### src/hw/bsl_defines.svh
// Offsets, field positions, reset values and codes for the board status block
// Assumes inclusion by bare name from bsl_top and the testbench
`ifndef BSL_DEFINES_SVH
`define BSL_DEFINES_SVH
// Host I/O port addresses
`define BSL_ADDR_LAMP 16'h0984
`define BSL_ADDR_RCAUSE 16'h0987
// Lamp control register reset value and manual range
`define BSL_LAMP_RST 8'h00
`define BSL_LAMP_AUTO 8'h00
`define BSL_LAMP_MAN_BIT 3
// Reset-cause bit positions
`define BSL_RC_BUTTON 7
`define BSL_RC_CORE 6
`define BSL_RC_SYS 5
`define BSL_RC_IOC 4
`define BSL_RC_MAIN 3
`define BSL_RC_MGMT 2
`define BSL_RC_MEM 1
`define BSL_RC_STBY 0
`define BSL_RC_RST 8'h00
// Colour codes (red, green, blue emitters in bits 2..0)
`define BSL_RGB_OFF 3'h0
`define BSL_RGB_RED 3'h4
`define BSL_RGB_GREEN 3'h2
`define BSL_RGB_BLUE 3'h1
`define BSL_RGB_YELLOW 3'h6
`define BSL_RGB_CYAN 3'h3
`define BSL_RGB_MAGENTA 3'h5
`define BSL_RGB_WHITE 3'h7
// Traffic blink half period: 100 ms at 40 MHz
`define BSL_BLINK_MS 100
`define BSL_CLK_KHZ 40000
`define BSL_BLINK_CYC (`BSL_BLINK_MS * `BSL_CLK_KHZ)
`endif

### src/hw/bsl_pkg.sv
// Types shared by the board status block
// Assumes bsl_defines.svh is visible on the include path
package bsl_pkg;
   // Board condition levels, asynchronous at the pins
   typedef struct packed {
      logic in_reset;
      logic standby;
      logic storage_act;
      logic thermal_near;
      logic shutdown;
      logic net_100;
      logic net_1000;
      logic net_act;
      logic stack_err;
   } bsl_cond_t;
   // Reset source levels, in cause-bit order
   typedef logic [7:0] bsl_rsrc_t;
   // Host I/O access
   typedef struct packed {
      logic rd;
      logic wr;
      logic [15:0] addr;
      logic [7:0] wdata;
   } bsl_io_t;
endpackage

### src/hw/bsl_top.sv
// Board status lamp driver and sticky reset-cause register
// Assumes host I/O strobes are synchronous to clk, conditions are async pins
// Operation
// - Control value zero selects automatic lamp colour
// - Codes 08..0F map to off and seven colours
// - Automatic: red while board held in reset
// - Automatic: standby yellow, normal green, storage blue
// - Automatic: thermal white, held until shutdown
// - Automatic: cyan at 100 Mbps or stacking error
// - Automatic: magenta at 1000 Mbps, blink on traffic
// - Strap fitted at power-up forces red lamp in automatic mode
// - Configuration input enables or disables lamp
// - Cause read returns one per asserted source
// - Writing one clears exactly those cause bits
// - Bits 7..5: button, core, system supplies
// - Bits 4..0: io, main, mgmt, memory, standby
// - Priorities standby1, main/mgmt/mem2, io3, sys4, core5
// - Asserted source also sets higher-priority-number bits
// - Button bit sets whatever the button function
`timescale 1ns/1ps
`include "bsl_defines.svh"
module bsl_top
   import bsl_pkg::*;
#(
   parameter int unsigned BLINK_CYC = `BSL_BLINK_CYC
) (
   input wire logic clk,
   input wire logic rst_n,
   input wire logic ce,
   input wire bsl_io_t io,
   input wire bsl_cond_t cond_pin,
   input wire bsl_rsrc_t rsrc_pin,
   input wire logic reset_indicator_strap,
   input wire logic lamp_enable,
   output logic [7:0] rdata,
   output logic rvalid,
   output logic lamp_red,
   output logic lamp_green,
   output logic lamp_blue
);
   // Synchronised pins
   bsl_cond_t cond;
   bsl_rsrc_t rsrc;
   logic strap_s;
   logic lamp_en_s;

   // Phase of the strap capture after reset release
   typedef enum logic [1:0] {
      ST_WAIT,
      ST_WAIT2,
      ST_CAPTURE,
      ST_RUN
   } bsl_phase_t;

   // All state of this module
   typedef struct packed {
      bsl_phase_t phase;
      logic strap_seen;
      logic thermal_latch;
      logic [7:0] lamp_ctl;
      logic [7:0] cause;
      logic [31:0] blink_cnt;
      logic blink_ph;
      logic [7:0] rdata;
      logic rvalid;
      logic [2:0] rgb;
   } bsl_st_t;
   bsl_st_t st_q;
   bsl_st_t st_d;

   // Combinational helpers
   logic [7:0] set_vec;
   logic [2:0] auto_rgb;
   logic [2:0] sel_rgb;
   logic wr_lamp;
   logic wr_cause;
   logic rd_hit;

   // Pins cross into clk before use
   // Nine condition levels, eight sources, strap and enable
   bsl_sync #(.W(19)) u_sync (
      .clk(clk),
      .rst_n(rst_n),
      .ce(ce),
      .d({cond_pin, rsrc_pin, reset_indicator_strap, lamp_enable}),
      .q({cond, rsrc, strap_s, lamp_en_s})
   );

   // Priority spread: a source also sets every bit of higher priority number
   always_comb begin
      set_vec = 8'h00;
      set_vec[`BSL_RC_BUTTON] = rsrc[`BSL_RC_BUTTON];
      if (rsrc[`BSL_RC_STBY]) begin
         set_vec[6:0] = 7'h7f;
      end
      if (rsrc[`BSL_RC_MAIN] || rsrc[`BSL_RC_MGMT] || rsrc[`BSL_RC_MEM]) begin
         set_vec[6:4] = 3'h7;
         set_vec[3:1] = set_vec[3:1] | rsrc[3:1];
      end
      if (rsrc[`BSL_RC_IOC]) begin
         set_vec[6:4] = 3'h7;
      end
      if (rsrc[`BSL_RC_SYS]) begin
         set_vec[6:5] = 2'h3;
      end
      if (rsrc[`BSL_RC_CORE]) begin
         set_vec[`BSL_RC_CORE] = 1'b1;
      end
   end

   // Automatic colour, most urgent condition first
   always_comb begin
      if (st_q.strap_seen) begin
         auto_rgb = `BSL_RGB_RED;
      end else if (cond.in_reset) begin
         auto_rgb = `BSL_RGB_RED;
      end else if (st_q.thermal_latch) begin
         auto_rgb = `BSL_RGB_WHITE;
      end else if (cond.standby) begin
         auto_rgb = `BSL_RGB_YELLOW;
      end else if (cond.net_1000) begin
         // Traffic blanks the lamp on alternate half periods
         auto_rgb = (cond.net_act && st_q.blink_ph) ?
                    `BSL_RGB_OFF : `BSL_RGB_MAGENTA;
      end else if (cond.net_100 || cond.stack_err) begin
         auto_rgb = `BSL_RGB_CYAN;
      end else if (cond.storage_act) begin
         auto_rgb = `BSL_RGB_BLUE;
      end else begin
         auto_rgb = `BSL_RGB_GREEN;
      end
   end

   // Manual code or automatic, then the enable gate
   always_comb begin
      if (!lamp_en_s) begin
         sel_rgb = `BSL_RGB_OFF;
      end else if (st_q.lamp_ctl == `BSL_LAMP_AUTO) begin
         sel_rgb = auto_rgb;
      end else if (st_q.lamp_ctl[`BSL_LAMP_MAN_BIT]) begin
         // Low bits carry red, green, blue directly
         sel_rgb = {st_q.lamp_ctl[2], st_q.lamp_ctl[1],
                    st_q.lamp_ctl[0]};
      end else begin
         // Undefined codes leave the lamp dark
         sel_rgb = `BSL_RGB_OFF;
      end
   end

   // Address decode
   assign wr_lamp = io.wr && (io.addr == `BSL_ADDR_LAMP);
   assign wr_cause = io.wr && (io.addr == `BSL_ADDR_RCAUSE);
   assign rd_hit = io.rd && ((io.addr == `BSL_ADDR_LAMP) ||
                             (io.addr == `BSL_ADDR_RCAUSE));

   // Next state
   always_comb begin
      st_d = st_q;
      if (ce) begin
         // Strap is sampled once, after the synchroniser has filled;
         // an earlier look would only see its reset zero
         case (st_q.phase)
            ST_WAIT: begin
               st_d.phase = ST_WAIT2;
            end
            ST_WAIT2: begin
               st_d.phase = ST_CAPTURE;
            end
            ST_CAPTURE: begin
               st_d.strap_seen = strap_s;
               st_d.phase = ST_RUN;
            end
            ST_RUN: begin
               st_d.phase = ST_RUN;
            end
            default: begin
               st_d.phase = ST_WAIT;
            end
         endcase
         // Thermal white holds until shutdown
         if (cond.shutdown) begin
            st_d.thermal_latch = 1'b0;
         end else if (cond.thermal_near) begin
            st_d.thermal_latch = 1'b1;
         end
         // Blink timer
         if (st_q.blink_cnt >= BLINK_CYC - 1) begin
            st_d.blink_cnt = 32'h0000_0000;
            st_d.blink_ph = ~st_q.blink_ph;
         end else begin
            st_d.blink_cnt = st_q.blink_cnt + 32'h0000_0001;
         end
         // Lamp register, reserved bits dropped
         if (wr_lamp) begin
            st_d.lamp_ctl = {4'h0, io.wdata[3:0]};
         end
         // Sticky causes: set wins over the write-one clear
         if (wr_cause) begin
            st_d.cause = (st_q.cause & ~io.wdata) | set_vec;
         end else begin
            st_d.cause = st_q.cause | set_vec;
         end
         // Read port: one-cycle valid with registered data
         st_d.rvalid = rd_hit;
         if (io.rd && io.addr == `BSL_ADDR_RCAUSE) begin
            st_d.rdata = st_q.cause;
         end else if (io.rd && io.addr == `BSL_ADDR_LAMP) begin
            st_d.rdata = st_q.lamp_ctl;
         end else begin
            st_d.rdata = 8'h00;
         end
         st_d.rgb = sel_rgb;
      end
   end

   // Register; cause bits lose only power-on state, not board resets
   always_ff @(posedge clk or negedge rst_n) begin
      if (!rst_n) begin
         st_q <= '0;
         st_q.cause <= `BSL_RC_RST;
         st_q.lamp_ctl <= `BSL_LAMP_RST;
      end else begin
         st_q <= st_d;
      end
   end

   assign rdata = st_q.rdata;
   assign rvalid = st_q.rvalid;
   assign lamp_red = st_q.rgb[2];
   assign lamp_green = st_q.rgb[1];
   assign lamp_blue = st_q.rgb[0];

   // Checks
   AST_STBY_ALL: assert property (@(posedge clk) disable iff (!rst_n)
      ce && rsrc[0] |=> st_q.cause[6:0] == 7'h7f)
      else $error("standby cause did not set all prioritised bits");
   AST_CORE_ONLY: assert property (@(posedge clk) disable iff (!rst_n)
      ce && rsrc == 8'h40 && !wr_cause |=> st_q.cause[6])
      else $error("core cause not recorded");
   AST_CLEAR: assert property (@(posedge clk) disable iff (!rst_n)
      ce && wr_cause && set_vec == 8'h00
      |=> (st_q.cause & $past(io.wdata)) == 8'h00)
      else $error("write one did not clear cause bit");
   AST_STICKY: assert property (@(posedge clk) disable iff (!rst_n)
      ce && !wr_cause |=> (st_q.cause & $past(st_q.cause))
                          == $past(st_q.cause))
      else $error("cause bit dropped without a clear");
   AST_BUTTON: assert property (@(posedge clk) disable iff (!rst_n)
      ce && rsrc[7] |=> st_q.cause[7])
      else $error("button press not recorded");
   AST_READ: assert property (@(posedge clk) disable iff (!rst_n)
      ce && io.rd && io.addr == `BSL_ADDR_RCAUSE
      |=> rvalid && rdata == $past(st_q.cause))
      else $error("cause read mismatch");
   AST_MANUAL: assert property (@(posedge clk) disable iff (!rst_n)
      ce && lamp_en_s && st_q.lamp_ctl[3]
      |=> st_q.rgb == $past(st_q.lamp_ctl[2:0]))
      else $error("manual lamp code mismatch");
   AST_DISABLE: assert property (@(posedge clk) disable iff (!rst_n)
      ce && !lamp_en_s |=> st_q.rgb == 3'h0)
      else $error("disabled lamp is lit");
   AST_RESET_RED: assert property (@(posedge clk) disable iff (!rst_n)
      ce && lamp_en_s && st_q.lamp_ctl == 8'h00 && cond.in_reset
      |=> st_q.rgb == 3'h4)
      else $error("reset not shown red");
   AST_THERM: assert property (@(posedge clk) disable iff (!rst_n)
      ce && st_q.thermal_latch && !cond.shutdown
      |=> st_q.thermal_latch)
      else $error("thermal latch released early");
endmodule

### src/hw/bsl_sync.sv
// Two-stage synchroniser for a vector of asynchronous levels
// Assumes one clock; first stage feeds only the second stage
`timescale 1ns/1ps
module bsl_sync #(
   parameter int W = 1
) (
   input wire logic clk,
   input wire logic rst_n,
   input wire logic ce,
   input wire logic [W-1:0] d,
   output logic [W-1:0] q
);
   // Both stages as one state struct
   typedef struct packed {
      logic [W-1:0] s1;
      logic [W-1:0] s2;
   } bsl_sync_st_t;
   bsl_sync_st_t st_q;
   bsl_sync_st_t st_d;

   // Shift one stage per enabled edge
   always_comb begin
      st_d = st_q;
      if (ce) begin
         st_d.s1 = d;
         st_d.s2 = st_q.s1;
      end
   end

   // Constant reset only
   always_ff @(posedge clk or negedge rst_n) begin
      if (!rst_n) begin
         st_q <= '0;
      end else begin
         st_q <= st_d;
      end
   end

   assign q = st_q.s2;
endmodule

### config.mk
export PLATFORM = sky130hd
export DESIGN_NAME = bsl_top
export DESIGN_NICKNAME = d
export VERILOG_FILES = /design/src/hw/bsl_pkg.sv /design/src/hw/bsl_top.sv /design/src/hw/bsl_sync.sv
export VERILOG_INCLUDE_DIRS = /design/src /design/src/hw
export SDC_FILE = /design/constraint.sdc
export NUM_CORES = 1
export LEC_CHECK = 0
export BUFFER_PORTS_ARGS = -buffer_cell sky130_fd_sc_hd__buf_2
export CAP_MARGIN = 20
export CORE_AREA = 5 5 137 113
export CTS_BUF_LIST = sky130_fd_sc_hd__clkbuf_16
export DETAILED_ROUTE_END_ITERATION = 7
export DIE_AREA = 0 0 142 118
export GPL_TIMING_DRIVEN = 0
export SETUP_SLACK_MARGIN = 0.3
export SYNTH_ARGS = -nofsm -noshare
export SYNTH_HDL_FRONTEND = slang
export SYNTH_SLANG_ARGS = --single-unit
### constraint.sdc
create_clock -name clk -period 4.4 [get_ports clk]
set_input_delay 0.22 -clock clk [delete_from_list [all_inputs] [get_ports clk]]
set_output_delay 0.22 -clock clk [all_outputs]
set_load 0.01 [all_outputs]
# --- Yosys cells after proc, flatten, opt, wreduce, memory -nomap -nowiden ---
# Index checks and enable logic that the tools add are counted.
word_totals:
  register_bits: 99
  output_inout_bits: 12
  wordCells: 66
  in_bits: 48
op_classes:
  order_cmp: 1
  n_reduce_logical: 18
  add_sub_neg: 1
  bitwise: 6
  n_eq_ne: 5
  muxes: 23
ops:
  columns: ["operator", "n"]
  rows:
  - ["32-bit by 1-bit adder with 32-bit output (second input constant)", 1]
  - ["16-bit by 12-bit == test with 1-bit output (second input constant)", 2]
  - ["32-bit by 22-bit >= comparator with 1-bit output (second input constant)", 1]
  - ["32-bit 2-to-1 mux", 1]
  - ["3-bit 2-to-1 mux", 10]
  - ["8-bit 2-to-1 mux", 2]
  - ["8-bit OR", 2]
  - ["8-bit bitwise AND", 1]
  - ["8-bit zero test", 1]
  - ["8-bit NOT", 1]
  - ["2-bit AND reduction", 4]
  - ["7-bit 2-to-1 mux", 1]
  - ["1-bit logical AND", 6]
  - ["2-bit 2-to-1 mux", 3]
  - ["6-bit 2-to-1 mux", 1]
  - ["2-bit case mux with 3 select lines", 1]
  - ["2-bit == test (second input constant)", 2]
  - ["1-bit logical OR", 4]
  - ["4-bit 2-to-1 mux", 1]
  - ["1-bit 2-to-1 mux", 3]
  - ["3-bit OR", 1]
  - ["2-bit by 1-bit == test with 1-bit output (second input constant)", 1]
  - ["2-bit zero test", 1]
  - ["2-bit nonzero test", 1]
  - ["other kinds (2)", 2]

# --- Logic depth before layout (Yosys ltp) ---
depth:
  word_depth: 9
  ltp_mapped: 8

# --- Modules after synthesis ---
# From an unflattened synthesis, not the netlist that was laid out.
hier_totals:
  hier_cells: 411
  hier_area_um2: 4899.7
by_module_without_submodules:
  columns: ["mod", "n_inst", "area_per_inst_um2", "seq_area_each_um2", "cells_each"]
  rows:
  - ["bsl_top", 1, 3264.4, 1526.5, 312]
  - ["bsl_sync", 1, 1635.3, 950.9, 99]

# --- Worst setup path after synthesis ---
# Ideal clock, no wire load.
synth_path:
  path_kind: "register -> register"
  from: "register st_q[28] in the netlist's numbering"
  to: "register st_q[21] in the netlist's numbering"
  path_stages_with_launch: 8
  slack_ns: 2.429
  synth_period_minus_slack_ns: 1.971
  t_required_ns: 4.331
  path_buffers: 2
  setup_time_ns: 0.069
  t_arrival_ns: 1.901
  path_cell_list: "dfrtp_1 > or4_4 > o211ai_1 > o211ai_4 > and2_4 > buf_6 > buf_12 > nor2_4"
synth_between:
  elab_chain_len: 2
synth_lines:
  columns: ["item", "line_no", "source"]
  rows:
  - ["start: declaration", "bsl_top.sv:68", "bsl_st_t st_q;"]
  - ["start signal: assignment", "bsl_top.sv:223", "st_q <= st_d;"]
  - ["32-bit by 22-bit >= comparator with 1-bit output", "bsl_top.sv:187", "if (st_q.blink_cnt >= BLINK_CYC - 1) begin"]
  - ["32-bit 2-to-1 mux", "bsl_top.sv:187", null]
# Every way passes these cells.
# A chain may end at the register's enable or synchronous reset.

# --- Worst setup path in the final report ---
layout_path:
  from: "register st_q[13] in the netlist's numbering"
  to: "register st_q[43] in the netlist's numbering"
layout_between:
  elab_chain_len: 2
layout_lines:
  columns: ["item", "line_no"]
  rows:
  - ["32-bit by 1-bit adder with 32-bit output or 32-bit by 22-bit >= comparator with 1-bit output (tied branches)", "bsl_top.sv:191, bsl_top.sv:187"]
  - ["32-bit 2-to-1 mux (*)", "bsl_top.sv:187"]
# Every way passes the cells marked *; elsewhere a longest branch is shown, timed or not.

==> flow_metrics.env <==
export IMPL_clk_latency_ns=0.35
export IMPL_io_pins=60
export IMPL_final_antenna_net_count=0
export IMPL_cts_buffers=9
export IMPL_slew_headroom_pct=35.81
export IMPL_cts_root_buffer="clkbuf_16"
export IMPL_cts_reportedPaths_clkPinSlew_ns=0.07
export IMPL_slew_viol_final=0
export IMPL_final_cell_mix="dfrtp_1, buf_2, mux2_2"
export IMPL_critPathLaunch="st_q[13]$_DFFE_PN0P_"
export IMPL_fillers=1392
export IMPL_netlist_area_um2=4666
export IMPL_powerDensity_nw_per_um2=365.8
export IMPL_hold_slack_ns=0.1002
export IMPL_synth_mux_area_share_pct=10.59
export IMPL_synth_adder_area_share_pct=0.2682
export IMPL_final_common_cell="dfrtp_1"
export IMPL_cts_tree="built"
export IMPL_dr_pass1_iters=4
export IMPL_drc=0
export IMPL_holdPathEnd="u_sync.st_q[33]$_DFFE_PN0P_"
export IMPL_worst_pin_slew_ns=0.9555
export IMPL_synth_top_area_share_pct=53.10
export IMPL_status="finished, final reports clean"
export IMPL_detailed_place_hpwl_mm=7.033
export IMPL_skew_ns=0.007761
export IMPL_maxCapViolCount=0
export IMPL_grt_overflow=0
export IMPL_arrival_ns=2.53
export IMPL_grt_pass1_wl_mm=17.00
export IMPL_fin_crit_sh_pct=51.33
export IMPL_seq_area_um2=2477
export IMPL_setup_ws_ns=2.141
export IMPL_crit_path_max_fanout=8
export IMPL_worstHoldStart="cond_pin[4]"
export IMPL_routabilityCongestion=0.7694
export IMPL_ys_types=51
export IMPL_syn_nets=431
export IMPL_grt_max_degree=63
export IMPL_clockBufferDepth=2
export IMPL_die_h_um=118
export IMPL_drt_iter0_markers=240
export IMPL_start_util_pct=33.43
export IMPL_antenna_cells=0
export IMPL_hold_depth=2
export IMPL_ys_ff_latch=99
export IMPL_synth_edf_count=0
export IMPL_io_buffers=58
export IMPL_die_area_um2=16760
export IMPL_r2r_end="st_q[43]$_DFFE_PN0P_"
export IMPL_ir_worst_vdd_mv=0.2939
export IMPL_syn_to_final_growth_pct=17.94
export IMPL_die_w_um=142
export IMPL_antenna_found_initial=0
export IMPL_finalHoldViolations=0
export IMPL_core_area_um2=13960
export IMPL_synth_xor_area_share_pct=4.505
export IMPL_tns_ns=0
export IMPL_crit_path_cell_trace="ha_1 -> nand3_1 -> nor3_2 -> nand4_1 -> or3_1 -> a21oi_1"
export IMPL_yosysTopAreaCell="dfrtp_1"
export IMPL_synth_top_family_by_area="simple AND/OR/NAND/NOR gates"
export IMPL_synth_area_top_cells="dfrtp_1, mux2_2, nor2_4"
export IMPL_async_reset_ff_share_pct=100.0
export IMPL_synthSimpleGateAreaFrac_pct=19.55
export IMPL_place_ws_ns=2.130
export IMPL_critical_path_max_stage_delay_ns=0.50
export IMPL_worst_setup_path_type="register to register"
export IMPL_setup_viol=0
export IMPL_num_rows=39
export IMPL_startpoint_type="register"
export IMPL_crit_family="simple AND/OR/NAND/NOR gates"
export IMPL_rr_worst_depth=6
export IMPL_synth_top_flop_cell="dfrtp_1"
export IMPL_p_leak_uw=0.002385
export IMPL_r2r_start="st_q[13]$_DFFE_PN0P_"
export IMPL_ys_seq_area_share_pct=53.10
export IMPL_crit_slowest_cell="nor3_2"
export IMPL_synth_compound_area_share_pct=8.528
export IMPL_syn_instance_count=382
export IMPL_cts_post_setup_buffers_inserted=0
export IMPL_min_path_type="input port to register"
export IMPL_fin_nets=502
export IMPL_grt_pass1_vias=3318
export IMPL_post_drt_via_cell_ratio=4.970
export IMPL_period_minus_slack_ns=2.259
export IMPL_place_area_um2=5216
export IMPL_finalInstanceArea_um2=5503
export IMPL_grt_setup_unrepaired="no"
export IMPL_wl_per_cell_um=15.02
export IMPL_multiInputGateArea_um2=2027
export IMPL_syn_avg_cell_area_um2=12.21
export IMPL_routed_wl_mm=9.644
export IMPL_crit_buf_inv=0
export IMPL_fmax_ghz=0.4427
export IMPL_cp_required_ns=4.67
export IMPL_synth_warning_count=0
export IMPL_htreeDepth=3
export IMPL_layout_drive_gt1_share_pct=34.50
export IMPL_clock_sinks=99
export IMPL_endpoint_kind="register"
export IMPL_num_vias=3191
export IMPL_grt_use_total_pct=12.53
export IMPL_rrSetupSlack_ns=2.14
-- worst max path at each step --
stage / endpoint / cells past startpoint
global placement: u_sync.st_q[26]$_DFFE_PN0P_ / 1
finish: st_q[43]$_DFFE_PN0P_ / 6
CTS: st_q[43]$_DFFE_PN0P_ / 6
detailed placement: st_q[50]$_DFFE_PN0P_ / 6
global route: st_q[43]$_DFFE_PN0P_ / 6
floorplan: st_q[21]$_DFFE_PN0P_ / 7
-- registers in the layout, indices dropped and copies added, names as in the netlist --
name         count
lamp_blue        1
lamp_green       1
lamp_red         1
rdata            8
rvalid           1
st_q            49
u_sync.q        19
u_sync.st_q     19
-- through the flow --
stage,cells,total power [µW],util [%]
floorplan,382,1198,-
global placement,624,1279,37.16
detailed placement,625,1292,37.38
CTS,642,2048,39.43
global route,642,2123,39.43
finish,642,2013,39.43
-- worst register-to-register path, delay by kind of cell (launching register included) --
kind                     cells  cell delay (ns)
AND/OR/NAND/NOR              4             1.39
flip-flops                   1             0.41
AO/OA/AOI/OAI                1             0.16
adder cells (fa/ha/maj)      1             0.22
-- final cells by class --
cell class              instances  area share (%)
flip-flops and latches         99           45.02
multi-input cells             259           36.83
repair buffers                 60           6.003
well taps                     184           4.184
clock buffers                   9           4.093
plain buffers                  20           2.660
clock inverters                 7          0.9322
inverters                       4          0.2729
-- kinds of logic (layout without fill, tap and decap cells) --
logic type               after synthesis  in the layout
flip-flops                            99             99
buffers and inverters                 24            100
AND/OR/NAND/NOR                      140            140
AO/OA/AOI/OAI                         50             50
multiplexers                          44             44
XOR/XNOR                              24             24
adder cells (fa/ha/maj)                1              1
-- repair_timing --
action / in CTS / in global routing
endpoints found under the hold margin: 37 / 0
hold buffers: 1 / 0
endpoints found under the setup margin: 0 / 0
resized for setup: 0 / 0
-- synth_stat cells (3+ instances only) --
cell	instances
a21oi_1	10
xnor2_1	7
or3_1	6
nand2_1	25
xor2_1	17
nor3_1	9
a221o_1	4
dfrtp_1	99
nor2_1	16
a22o_1	11
o2bb2ai_1	8
inv_1	3
nor2b_1	5
nor2_4	20
or4_1	4
buf_4	8
nand4_1	13
mux2_2	41
o21ai_0	7
and2_1	3
and4_1	5
and3_1	4
nand3_1	13
clkbuf_1	6
-- where the power goes --
group	switching, µW	leakage, µW	internal (µW)	total (µW)
Sequential	66.0	0.00122	986	1050
Clock	354	0.000139	387	741
Combinational	106	0.00102	114	220
Total	525	0.00238	1490	2010
-- routing by layer --
| layer | global-route usage, % | vias up | part of all wire (%) |
|---|---|---|---|
| li1 | - | 1527 | - |
| met3 | 3.899 | 8 | 4.7 |
| met4 | 3.058 | 0 | 1.2 |
| met1 | 17.40 | 1586 | 47 |
| met2 | 19.04 | 70 | 47 |
| met5 | 0 | - | 0 |
Power figures use the tool's default switching activity.
